$ cat config.mk
export PLATFORM = sky130hd
export DESIGN_NAME = slsp_source_port
export DESIGN_NICKNAME = d
export VERILOG_FILES = /design/src/verilog/slsp_source_port.v /design/src/verilog/slsp_adapt_fifo.v
export VERILOG_INCLUDE_DIRS = /design/src /design/src/verilog
export SDC_FILE = /design/constraint.sdc
export NUM_CORES = 1
export LEC_CHECK = 0
export ABC_AREA = 1
export BUFFER_PORTS_ARGS = -buffer_cell sky130_fd_sc_hd__buf_2
export CORE_MARGIN = 8
export CORE_UTILIZATION = 50
export DETAILED_ROUTE_END_ITERATION = 12
export GPL_TIMING_DRIVEN = 0
export PLACE_DENSITY = 0.72
export SLEW_MARGIN = 20
export SYNTH_ARGS = -nofsm -noshare
export SYNTH_HDL_FRONTEND = slang
export SYNTH_SLANG_ARGS = --single-unit
$ cat constraint.sdc
create_clock -name clk_sys -period 30.7 [get_ports clk_sys]
set_clock_uncertainty 0.2 [all_clocks]
set_input_delay 4.605 -clock clk_sys [delete_from_list [all_inputs] [get_ports clk_sys]]
set_output_delay 4.605 -clock clk_sys [all_outputs]
set_load 0.01 [all_outputs]
$ cat src/verilog/slsp_defs.vh
// constants shared by the streaming link source port and its adaptation fifo
// assumes one 40 MHz system clock and a fixed lane count
`ifndef SLSP_DEFS_VH
`define SLSP_DEFS_VH

// ----------------------------------------------------------------
// stream widths
// ----------------------------------------------------------------
`define SLSP_LANES 2
`define SLSP_DATA_W 128
`define SLSP_SYNC_W 8
`define SLSP_ERR_W 4
`define SLSP_ERR_OVF 0
`define SLSP_ERR_SEU_FIX 1
`define SLSP_ERR_SEU_BAD 2
`define SLSP_ERR_GAP 3

// ----------------------------------------------------------------
// adaptation fifo geometry and entry layout
// ----------------------------------------------------------------
`define SLSP_FIFO_DEPTH 3'h4
`define SLSP_FIFO_AW 2
`define SLSP_PTR_ONE 2'h1
`define SLSP_CNT_ONE 3'h1
`define SLSP_ENTRY_W (`SLSP_DATA_W + `SLSP_SYNC_W + 7)
`define SLSP_E_SYNC_LO `SLSP_DATA_W
`define SLSP_E_LAST_LO (`SLSP_DATA_W + `SLSP_SYNC_W)
`define SLSP_E_FIRST_LO (`SLSP_DATA_W + `SLSP_SYNC_W + 3)
`define SLSP_E_PAR (`SLSP_DATA_W + `SLSP_SYNC_W + 6)

// ----------------------------------------------------------------
// register map (word index = wbAdr[3:2])
// ----------------------------------------------------------------
`define SLSP_REG_CTRL 2'h0
`define SLSP_REG_STATUS 2'h1
`define SLSP_REG_IRQ_STAT 2'h2
`define SLSP_REG_IRQ_MASK 2'h3
`define SLSP_CTRL_ADV 0
`define SLSP_CTRL_BURST 1
`define SLSP_CTRL_ECC 2
`define SLSP_CTRL_GAP_LO 8
`define SLSP_CTRL_GAP_HI 15
`define SLSP_CTRL_RST 32'h00000002
`define SLSP_IRQ_W 5
`define SLSP_IRQ_LINKUP 4

// ----------------------------------------------------------------
// timing
// ----------------------------------------------------------------
`define SLSP_CLK_PERIOD_NS 25
`define SLSP_RESET_SEQ_NS 500
`define SLSP_SETTLE_CYC ((`SLSP_RESET_SEQ_NS + `SLSP_CLK_PERIOD_NS - 1) / `SLSP_CLK_PERIOD_NS)
`define SLSP_UCLK_HALF 2

`endif

$ cat src/verilog/slsp_source_port.v
// transmit source port of a multi-lane streaming link, with reset sequencer,
// user clock generator, adaptation fifo, error vector and wishbone registers
// assumes all user inputs are synchronous to clk_sys and lane serial clocks
// plus transceiver lock are handled outside, lock arriving already combined
`timescale 1ns/10ps
`include "slsp_defs.vh"

module slsp_source_port (
	input wire clk_sys,
	input wire rst_n,
	input wire coreReset,
	input wire txPllLocked,
	input wire userClockTxIn,
	output reg userClockTxOut,
	output wire userClockTxOe,
	input wire userClockResetTxIn,
	output wire userClockResetTxOut,
	output wire userClockResetTxOe,
	output wire interfaceClockResetTx,
	output wire linkUpTx,
	input wire [`SLSP_DATA_W-1:0] dataTx,
	input wire [`SLSP_SYNC_W-1:0] syncTx,
	input wire validTx,
	input wire sourceBurstFirst,
	input wire sourceBurstLast,
	output reg [`SLSP_ERR_W-1:0] errorTx,
	output wire [`SLSP_DATA_W-1:0] laneData,
	output wire [`SLSP_SYNC_W-1:0] laneSync,
	output wire laneFirst,
	output wire laneLast,
	output wire laneValid,
	input wire laneReady,
	input wire wbCyc,
	input wire wbStb,
	input wire wbWe,
	input wire [3:0] wbAdr,
	input wire [3:0] wbSel,
	input wire [31:0] wbDatI,
	output reg [31:0] wbDatO,
	output reg wbAck,
	output wire irq
);

	// ----------------------------------------------------------------
	// states and derived counts
	// ----------------------------------------------------------------
	localparam [3:0] ST_RESET = 4'h1;
	localparam [3:0] ST_WAIT_LOCK = 4'h2;
	localparam [3:0] ST_SETTLE = 4'h4;
	localparam [3:0] ST_READY = 4'h8;
	// counts are worked out wide and then cut to the counter widths
	localparam [31:0] SETTLE_LAST_W = `SLSP_SETTLE_CYC - 1;
	localparam [7:0] SETTLE_LAST = SETTLE_LAST_W[7:0];
	localparam [31:0] UCLK_LAST_W = `SLSP_UCLK_HALF - 1;
	localparam [1:0] UCLK_LAST = UCLK_LAST_W[1:0];

	reg [31:0] ctrlReg;
	reg [`SLSP_IRQ_W-1:0] irqStat;
	reg [`SLSP_IRQ_W-1:0] irqMask;
	reg [3:0] seqState;
	reg [3:0] next_seqState;
	reg [7:0] settleCnt;
	reg relMeta;
	reg relSync;
	reg [1:0] uclkCnt;
	reg [7:0] gapCnt;
	reg lastSeen;
	reg [`SLSP_SYNC_W-1:0] burstSync;
	reg linkUpPrev;
	wire linkRst_n;
	wire advMode;
	wire burstMode;
	wire eccOn;
	wire [7:0] cfgGap;
	wire seqDone;
	wire accept;
	wire fifoFlush;
	wire fifoOverflow;
	wire seuFixed;
	wire seuBad;
	wire gapError;
	wire [`SLSP_SYNC_W-1:0] entrySync;
	wire [`SLSP_FIFO_AW:0] fifoLevel;
	wire [`SLSP_IRQ_W-1:0] irqEvents;
	wire wbReq;
	wire [31:0] wrMask;

	// expand wishbone byte selects into a bit mask
	function [31:0] selMask;
		input [3:0] sel;
		begin
			selMask = {{8{sel[3]}}, {8{sel[2]}}, {8{sel[1]}}, {8{sel[0]}}};
		end
	endfunction

	// merge a masked write into an old register value
	function [31:0] mergeWr;
		input [31:0] old;
		input [31:0] dat;
		input [31:0] msk;
		begin
			mergeWr = (old & ~msk) | (dat & msk);
		end
	endfunction

	assign advMode = ctrlReg[`SLSP_CTRL_ADV];
	assign burstMode = ctrlReg[`SLSP_CTRL_BURST];
	assign eccOn = ctrlReg[`SLSP_CTRL_ECC];
	assign cfgGap = ctrlReg[`SLSP_CTRL_GAP_HI:`SLSP_CTRL_GAP_LO];

	// ----------------------------------------------------------------
	// user clock generator
	// ----------------------------------------------------------------
	// stands in for the clock synthesiser, so the master link reset
	// leaves it running and only the system reset stops it
	always @(posedge clk_sys or negedge rst_n)
	begin
		if (!rst_n)
		begin
			uclkCnt <= 2'h0;
			userClockTxOut <= 1'b0;
		end
		else if (uclkCnt == UCLK_LAST)
		begin
			uclkCnt <= 2'h0;
			userClockTxOut <= ~userClockTxOut;
		end
		else
			uclkCnt <= uclkCnt + 2'h1;
	end

	// pin is driven only in standard mode, advanced mode takes it in
	assign userClockTxOe = ~advMode;

	// ----------------------------------------------------------------
	// reset sequencer
	// ----------------------------------------------------------------
	// master reset is active high and acts without the clock
	assign linkRst_n = rst_n & ~coreReset;

	// release is resynchronised so the sequencer leaves reset cleanly
	always @(posedge clk_sys or negedge linkRst_n)
	begin
		if (!linkRst_n)
		begin
			relMeta <= 1'b0;
			relSync <= 1'b0;
		end
		else
		begin
			relMeta <= 1'b1;
			relSync <= relMeta;
		end
	end

	// walk from reset through lock and a settle time to ready;
	// lock loss drops the link back to waiting
	always @*
	begin
		next_seqState = seqState;
		case (seqState)
			ST_RESET: if (relSync) next_seqState = ST_WAIT_LOCK;
			ST_WAIT_LOCK: if (txPllLocked) next_seqState = ST_SETTLE;
			ST_SETTLE:
			begin
				if (!txPllLocked)
					next_seqState = ST_WAIT_LOCK;
				else if (settleCnt == SETTLE_LAST)
					next_seqState = ST_READY;
			end
			ST_READY: if (!txPllLocked) next_seqState = ST_WAIT_LOCK;
			default: next_seqState = ST_RESET;
		endcase
	end

	always @(posedge clk_sys or negedge linkRst_n)
	begin
		if (!linkRst_n)
		begin
			seqState <= ST_RESET;
			settleCnt <= 8'h00;
		end
		else
		begin
			seqState <= next_seqState;
			if (seqState == ST_SETTLE)
				settleCnt <= settleCnt + 8'h01;
			else
				settleCnt <= 8'h00;
		end
	end

	assign seqDone = (seqState == ST_READY);
	// standard mode: user reset is an output held through the sequence
	assign userClockResetTxOut = ~advMode & ~seqDone;
	assign userClockResetTxOe = ~advMode;
	// advanced mode: interface reset mirrors the sequence instead
	assign interfaceClockResetTx = advMode & ~seqDone;
	// ready needs a finished sequence and, in advanced mode, no user reset
	assign linkUpTx = seqDone & ~(advMode & userClockResetTxIn);

	// ----------------------------------------------------------------
	// intake and adaptation fifo
	// ----------------------------------------------------------------
	// anything offered without valid or before ready is dropped silently
	assign accept = validTx & linkUpTx;
	assign fifoFlush = ~seqDone | (advMode & userClockResetTxIn);
	// start and end words carry the sync byte as offered, middle words
	// repeat the start value so the far end always sees a defined byte
	assign entrySync = (sourceBurstFirst | sourceBurstLast) ? syncTx : burstSync;

	always @(posedge clk_sys or negedge linkRst_n)
	begin
		if (!linkRst_n)
			burstSync <= 8'h00;
		else if (accept & sourceBurstFirst)
			burstSync <= syncTx;
	end

	slsp_adapt_fifo u_fifo (
		.clk_sys(clk_sys),
		.rst_n(linkRst_n),
		.flush(fifoFlush),
		.pushValid(accept),
		.pushData(dataTx),
		.pushSync(entrySync),
		.pushFirst(sourceBurstFirst),
		.pushLast(sourceBurstLast),
		.pushOverflow(fifoOverflow),
		.outData(laneData),
		.outSync(laneSync),
		.outFirst(laneFirst),
		.outLast(laneLast),
		.outValid(laneValid),
		.outReady(laneReady),
		.seuFixed(seuFixed),
		.seuBad(seuBad),
		.level(fifoLevel)
	);

	// ----------------------------------------------------------------
	// burst gap check
	// ----------------------------------------------------------------
	// counts clock cycles strictly between an accepted last and the next
	// accepted first; saturates so a long idle cannot wrap into a match
	always @(posedge clk_sys or negedge linkRst_n)
	begin
		if (!linkRst_n)
		begin
			gapCnt <= 8'h00;
			lastSeen <= 1'b0;
		end
		else if (accept & sourceBurstLast)
		begin
			gapCnt <= 8'h00;
			lastSeen <= 1'b1;
		end
		else
		begin
			if (accept & sourceBurstFirst)
				lastSeen <= 1'b0;
			if (gapCnt != 8'hFF)
				gapCnt <= gapCnt + 8'h01;
		end
	end

	// continuous mode has no gaps to check
	assign gapError = burstMode & accept & sourceBurstFirst & lastSeen
		& (gapCnt != cfgGap);

	// ----------------------------------------------------------------
	// error vector
	// ----------------------------------------------------------------
	// one-cycle pulses; upset bits stay low while correction is off
	always @(posedge clk_sys or negedge linkRst_n)
	begin
		if (!linkRst_n)
			errorTx <= 4'h0;
		else
		begin
			errorTx[`SLSP_ERR_OVF] <= fifoOverflow;
			errorTx[`SLSP_ERR_SEU_FIX] <= eccOn & seuFixed;
			errorTx[`SLSP_ERR_SEU_BAD] <= eccOn & seuBad;
			errorTx[`SLSP_ERR_GAP] <= gapError;
		end
	end

	// ----------------------------------------------------------------
	// interrupts
	// ----------------------------------------------------------------
	always @(posedge clk_sys or negedge rst_n)
	begin
		if (!rst_n)
			linkUpPrev <= 1'b0;
		else
			linkUpPrev <= linkUpTx;
	end

	assign irqEvents = {linkUpTx & ~linkUpPrev, errorTx};
	assign irq = |(irqStat & irqMask);

	// ----------------------------------------------------------------
	// wishbone register slave
	// ----------------------------------------------------------------
	assign wbReq = wbCyc & wbStb & ~wbAck;
	assign wrMask = selMask(wbSel);

	// every access is acked one cycle after the strobe; unmapped reads
	// return zero and unmapped writes are dropped
	always @(posedge clk_sys or negedge rst_n)
	begin
		if (!rst_n)
		begin
			wbAck <= 1'b0;
			wbDatO <= 32'h00000000;
			ctrlReg <= `SLSP_CTRL_RST;
			irqStat <= 5'h00;
			irqMask <= 5'h00;
		end
		else
		begin
			wbAck <= wbReq;
			// a new event beats a write-one clear in the same cycle
			if (wbReq & wbWe & (wbAdr[3:2] == `SLSP_REG_IRQ_STAT))
				irqStat <= (irqStat & ~(wbDatI[`SLSP_IRQ_W-1:0]
					& wrMask[`SLSP_IRQ_W-1:0])) | irqEvents;
			else
				irqStat <= irqStat | irqEvents;
			if (wbReq & wbWe)
			begin
				case (wbAdr[3:2])
					`SLSP_REG_CTRL: ctrlReg <= mergeWr(ctrlReg, wbDatI, wrMask)
						& 32'h0000FF07;
					`SLSP_REG_IRQ_MASK: irqMask <= (irqMask & ~wrMask[`SLSP_IRQ_W-1:0])
						| (wbDatI[`SLSP_IRQ_W-1:0] & wrMask[`SLSP_IRQ_W-1:0]);
					default: ctrlReg <= ctrlReg;
				endcase
			end
			if (wbReq & ~wbWe)
			begin
				case (wbAdr[3:2])
					`SLSP_REG_CTRL: wbDatO <= ctrlReg;
					`SLSP_REG_STATUS: wbDatO <= {21'h000000, fifoLevel, 5'h00,
						seqState[0], txPllLocked, linkUpTx};
					`SLSP_REG_IRQ_STAT: wbDatO <= {27'h0000000, irqStat};
					`SLSP_REG_IRQ_MASK: wbDatO <= {27'h0000000, irqMask};
					default: wbDatO <= 32'h00000000;
				endcase
			end
		end
	end

	// userClockTxIn is the external user clock in advanced mode; this port
	// runs entirely on clk_sys, so the pin is only observed, never used as a clock
	wire unusedUclk;
	assign unusedUclk = userClockTxIn;

endmodule // slsp_source_port

$ cat src/verilog/slsp_adapt_fifo.v
// source adaptation fifo: flop storage, parity on payload, triplicated markers
// assumes the caller only pushes accepted words and drains with outReady
`timescale 1ns/10ps
`include "slsp_defs.vh"

module slsp_adapt_fifo (
	input wire clk_sys,
	input wire rst_n,
	input wire flush,
	input wire pushValid,
	input wire [`SLSP_DATA_W-1:0] pushData,
	input wire [`SLSP_SYNC_W-1:0] pushSync,
	input wire pushFirst,
	input wire pushLast,
	output wire pushOverflow,
	output reg [`SLSP_DATA_W-1:0] outData,
	output reg [`SLSP_SYNC_W-1:0] outSync,
	output reg outFirst,
	output reg outLast,
	output reg outValid,
	input wire outReady,
	output reg seuFixed,
	output reg seuBad,
	output wire [`SLSP_FIFO_AW:0] level
);

	// ----------------------------------------------------------------
	// storage and pointers
	// ----------------------------------------------------------------
	reg [`SLSP_ENTRY_W-1:0] mem [0:3];
	reg [`SLSP_FIFO_AW-1:0] wrPtr;
	reg [`SLSP_FIFO_AW-1:0] rdPtr;
	reg [`SLSP_FIFO_AW:0] count;
	wire [`SLSP_ENTRY_W-1:0] head;
	wire doPop;
	wire doPush;
	wire [`SLSP_ENTRY_W-1:0] newEntry;

	// majority vote of a triplicated marker
	function maj3;
		input [2:0] v;
		begin
			maj3 = (v[0] & v[1]) | (v[1] & v[2]) | (v[0] & v[2]);
		end
	endfunction

	assign head = mem[rdPtr];
	assign doPop = (count != 3'h0) & (~outValid | outReady);
	// a full fifo still takes a word when the head leaves in the same cycle
	assign doPush = pushValid & ((count != `SLSP_FIFO_DEPTH) | doPop);
	assign pushOverflow = pushValid & ~doPush;
	assign level = count;
	assign newEntry = {^pushData, {3{pushFirst}}, {3{pushLast}}, pushSync, pushData};

	// write side, storage has no reset since count guards every read
	always @(posedge clk_sys)
	begin
		if (doPush & ~flush)
			mem[wrPtr] <= newEntry;
	end

	// pointers, occupancy and output stage
	always @(posedge clk_sys or negedge rst_n)
	begin
		if (!rst_n)
		begin
			wrPtr <= 2'h0;
			rdPtr <= 2'h0;
			count <= 3'h0;
			outValid <= 1'b0;
			outData <= {`SLSP_DATA_W{1'b0}};
			outSync <= 8'h00;
			outFirst <= 1'b0;
			outLast <= 1'b0;
			seuFixed <= 1'b0;
			seuBad <= 1'b0;
		end
		else if (flush)
		begin
			wrPtr <= 2'h0;
			rdPtr <= 2'h0;
			count <= 3'h0;
			outValid <= 1'b0;
			seuFixed <= 1'b0;
			seuBad <= 1'b0;
		end
		else
		begin
			if (doPush)
				wrPtr <= wrPtr + `SLSP_PTR_ONE;
			if (doPop)
				rdPtr <= rdPtr + `SLSP_PTR_ONE;
			if (doPush & ~doPop)
				count <= count + `SLSP_CNT_ONE;
			else if (doPop & ~doPush)
				count <= count - `SLSP_CNT_ONE;
			seuFixed <= 1'b0;
			seuBad <= 1'b0;
			if (doPop)
			begin
				outValid <= 1'b1;
				outData <= head[`SLSP_DATA_W-1:0];
				outSync <= head[`SLSP_E_LAST_LO-1:`SLSP_E_SYNC_LO];
				outFirst <= maj3(head[`SLSP_E_FIRST_LO+2:`SLSP_E_FIRST_LO]);
				outLast <= maj3(head[`SLSP_E_LAST_LO+2:`SLSP_E_LAST_LO]);
				// a split vote is repaired by the majority, a parity slip is not
				seuFixed <= ~(&head[`SLSP_E_FIRST_LO+2:`SLSP_E_FIRST_LO]
					| ~|head[`SLSP_E_FIRST_LO+2:`SLSP_E_FIRST_LO])
					| ~(&head[`SLSP_E_LAST_LO+2:`SLSP_E_LAST_LO]
					| ~|head[`SLSP_E_LAST_LO+2:`SLSP_E_LAST_LO]);
				seuBad <= head[`SLSP_E_PAR] ^ (^head[`SLSP_DATA_W-1:0]);
			end
			else if (outReady)
				outValid <= 1'b0;
		end
	end

endmodule // slsp_adapt_fifo

==> key figures <==
Global route
  • Vias in the first global route: 26,400
  • Global-route wire length before repair: 159,000 um
  • Gr usage total: 0.266
  • Largest net degree at the start of global routing: 41
  • Initial antenna violation count: 36
  • Gr ovfl total: 0

Logic synthesis
  • Leading post-synthesis cells by cell area: edfxtp_1 47%, nand2_1 19%, dfrtp_1 15%, nand3_1 3.7%, o21ai_0 2.8%
  • Mapped cell area: 35,500 um2
  • Mapped Avg Cell Area: 9.40 um2
  • Yosys synthesis warning count: 0
  • #FFs+latches synth: 776
  • Cells after Synth: 3,775
  • Cell accounting for the most synthesized area: edfxtp_1
  • Most used flip-flop cell after synthesis: edfxtp_1
  • Distinct cell type count after synthesis: 44
  • EDFF count, synth: 556
  • Async SR Flop Fraction: 0.284
  • Top cell type's share of synthesized area: 0.470
  • Register area share after synthesis: 0.626

Finish
  • Area growth, synth to finish: 18.9%
  • Utilization after layout: 0.602
  • Final non-filler cell total: 5,275
  • Most common cell after layout, fill and taps aside: nand2_1
  • Fill cells: 5,799
  • Layout cells sized above 1: 0.154
  • Most frequent cells in the layout: 1,840 x nand2_1, 556 x edfxtp_1, 376 x buf_2
  • Fin nets: 4,441

Power
  • P_leak: 19.1 nW
  • Maximum vdd drop: 43.4 uV
  • Final Power: 2.39 mW
  • P per Cell Area: 56.6 nW/um2

Placed design
  • Gp weighted congestion: 0.898
  • Hpwl dp: 78,000 um
  • # port buffers: 327
  • Placed cells: 5,100

Floorplanning
  • Die X: 282 um
  • IO Pins: 372
  • Die area: 79,800 um2
  • Core area: 70,100 um2
  • Die Ht: 282 um
  • Starting Density: 0.506
  • Row count: 97

Drt
  • Wirelength per Cell: 20.6 um
  • DR iter-0 viols: 2,842
  • Vias/cell: 5.34
  • DRC: 0
  • Initial DRT Pass Iterations: 6
  • Final ANT Viol Nets: 0
  • Via count: 28,200
  • Detailed-route wire length: 109,000 um

Critical path
  • Slowest stage delay, CP: 310 ps
  • CP startpoint kind: input port
  • WP data arrival: 5410 ps
  • CP Capture Type: primary output
  • Crit-path cells: buf_2 -> a21oi_1 -> buf_2 -> buf_2
  • Worst path slowest cell: buf_2
  • Setup CP Type: in2out
  • Worst Path Max Fanout: 11
  • Required @ worst endpoint: 25,900 ps
  • CP most frequent cell: buf_2

Clock network
  • Max Root-Sink Buffers: 3
  • Root buffer cell: clkbuf_16
  • TritonCTS Buffers: 83
  • Cts repair resizes: 0
  • Clk_lat worst skew: 650 ps
  • Clk slew on worst S/H paths: 50 ps
  • Post-CTS Setup Inserts: 0
  • Hold bufs inserted after CTS: 0
  • Clk sinks: 776
  • H-tree depth: 3
  • TritonCTS clock tree: yes

Timing
  • Final Max Tran Viols: 0
  • Max-Slew Margin vs Limit: 0.177
  • Sum Neg Setup Slack: 0 ps
  • RSZ-0062 raised after global routing: false
  • Worst-margin pin slew: 1240 ps
  • Final hold violation count: 0
  • Tmin final: 10,220 ps
  • Fin crit share: 0.333
  • Hold slack: 174 ps
  • FMAX: 97.9 MHz
  • Endpoints failing setup: 0

Flow run
  • Max Cap Violations: 0

Min path
  • Hold Crit Class: reg2reg

Run status
  • Status: finished, final reports clean
-- per-layer routing --
metal / GRT usage / vias up / wire length, um / part of all wire
met1: 0.339 / 13300 / 41900 / 0.39
met3: 0.0696 / 246 / 12200 / 0.11
met5: 0 / - / 179 / 0.0016
li1: - / 13300 / - / -
met4: 0.0964 / 26 / 3620 / 0.033
met2: 0.437 / 1331 / 50800 / 0.47
-- worst max-delay path: cells and delay by family --
kind            cells  cell delay, ps
buf+inv             3             590
compound gates      1             220
-- path summary, 6_finish.rpt --
check	start	endpoint	slack (ps)	cells after the start
worst min-delay path	relMeta	relSync	170	0
worst min register to register	relMeta	relSync	170	0
max in group asynchronous	rst_n	u_fifo.outData[94]	24580	7
worst max-delay path	userClockResetTxIn	linkUpTx	20480	4
min in group asynchronous	coreReset	u_fifo.outData[52]	3860	2
worst max register to register	seqState[1]	u_fifo.mem[0][110]	26870	13
-- synthesized netlist by cell type (all sizes together) (3+ instances only) --
| cell | count |
|---|---|
| a221oi | 3 |
| clkbuf | 41 |
| nand4 | 3 |
| inv | 189 |
| dfrtp | 218 |
| a21oi | 14 |
| nand2 | 1840 |
| xnor2 | 106 |
| xor2 | 35 |
| nor3 | 13 |
| nand3 | 264 |
| mux2 | 3 |
| edfxtp | 556 |
| nor4 | 7 |
| a31oi | 13 |
| o21ai | 207 |
| ha | 6 |
| buf | 121 |
| nor2 | 106 |
| o31ai | 6 |
| o22ai | 7 |
-- cell families (layout without fill, tap and decap cells) --
logic type	count (synthesis)	in the layout	share of synthesized area
and+or+nand+nor	2235	2235	0.247
DFF	776	776	0.626
buffers and inverters	353	874	0.0496
AOI/OAI and AO/OA	258	258	0.0388
xor gates and xnor gates	141	141	0.0348
adders and majority gates	7	7	0.00268
muxes	3	3	0.000952
other	2	41	0.000212
-- state kept, by name, indices dropped and copies added (netlist names), 2 cells and up, named ones only --
register	cells
u_fifo.rdPtr	2
seqState	4
u_fifo.mem	556
irqStat	4
errorTx	3
burstSync	8
gapCnt	8
u_fifo.outData	128
u_fifo.level	3
uclkCnt	2
u_fifo.outSync	8
ctrlReg	11
u_fifo.wrPtr	2
settleCnt	8
wbDatO	13
irqMask	5
-- metrics by stage --
step | area (um2) | setup WS (ps)
final | 42200 | 20480
after global routing | 42200 | 20460
after CTS | 42200 | 20480
after detailed placement | 39400 | 20490
after global placement | 38400 | 8790
after floorplan | 35600 | 15010
-- cell type report --
type | count | area (um2) | area share
flip-flops and latches | 776 | 22200 | 0.526
repair buffers | 366 | 2570 | 0.0609
inverters | 191 | 724 | 0.0172
clock buffers | 123 | 2530 | 0.0599
well taps | 940 | 1180 | 0.0279
diodes | 20 | 50.0 | 0.00119
clock inverters | 32 | 268 | 0.00634
multi-input cells | 2665 | 11600 | 0.276
plain buffers | 162 | 1040 | 0.0246
-- where the power goes --
group / internal (mW) / switching, mW
logic: 0.0811 / 0.118
registers: 1.16 / 0.0194
clock network: 0.591 / 0.416
No activity file was read; power rests on OpenSTA's default activity.
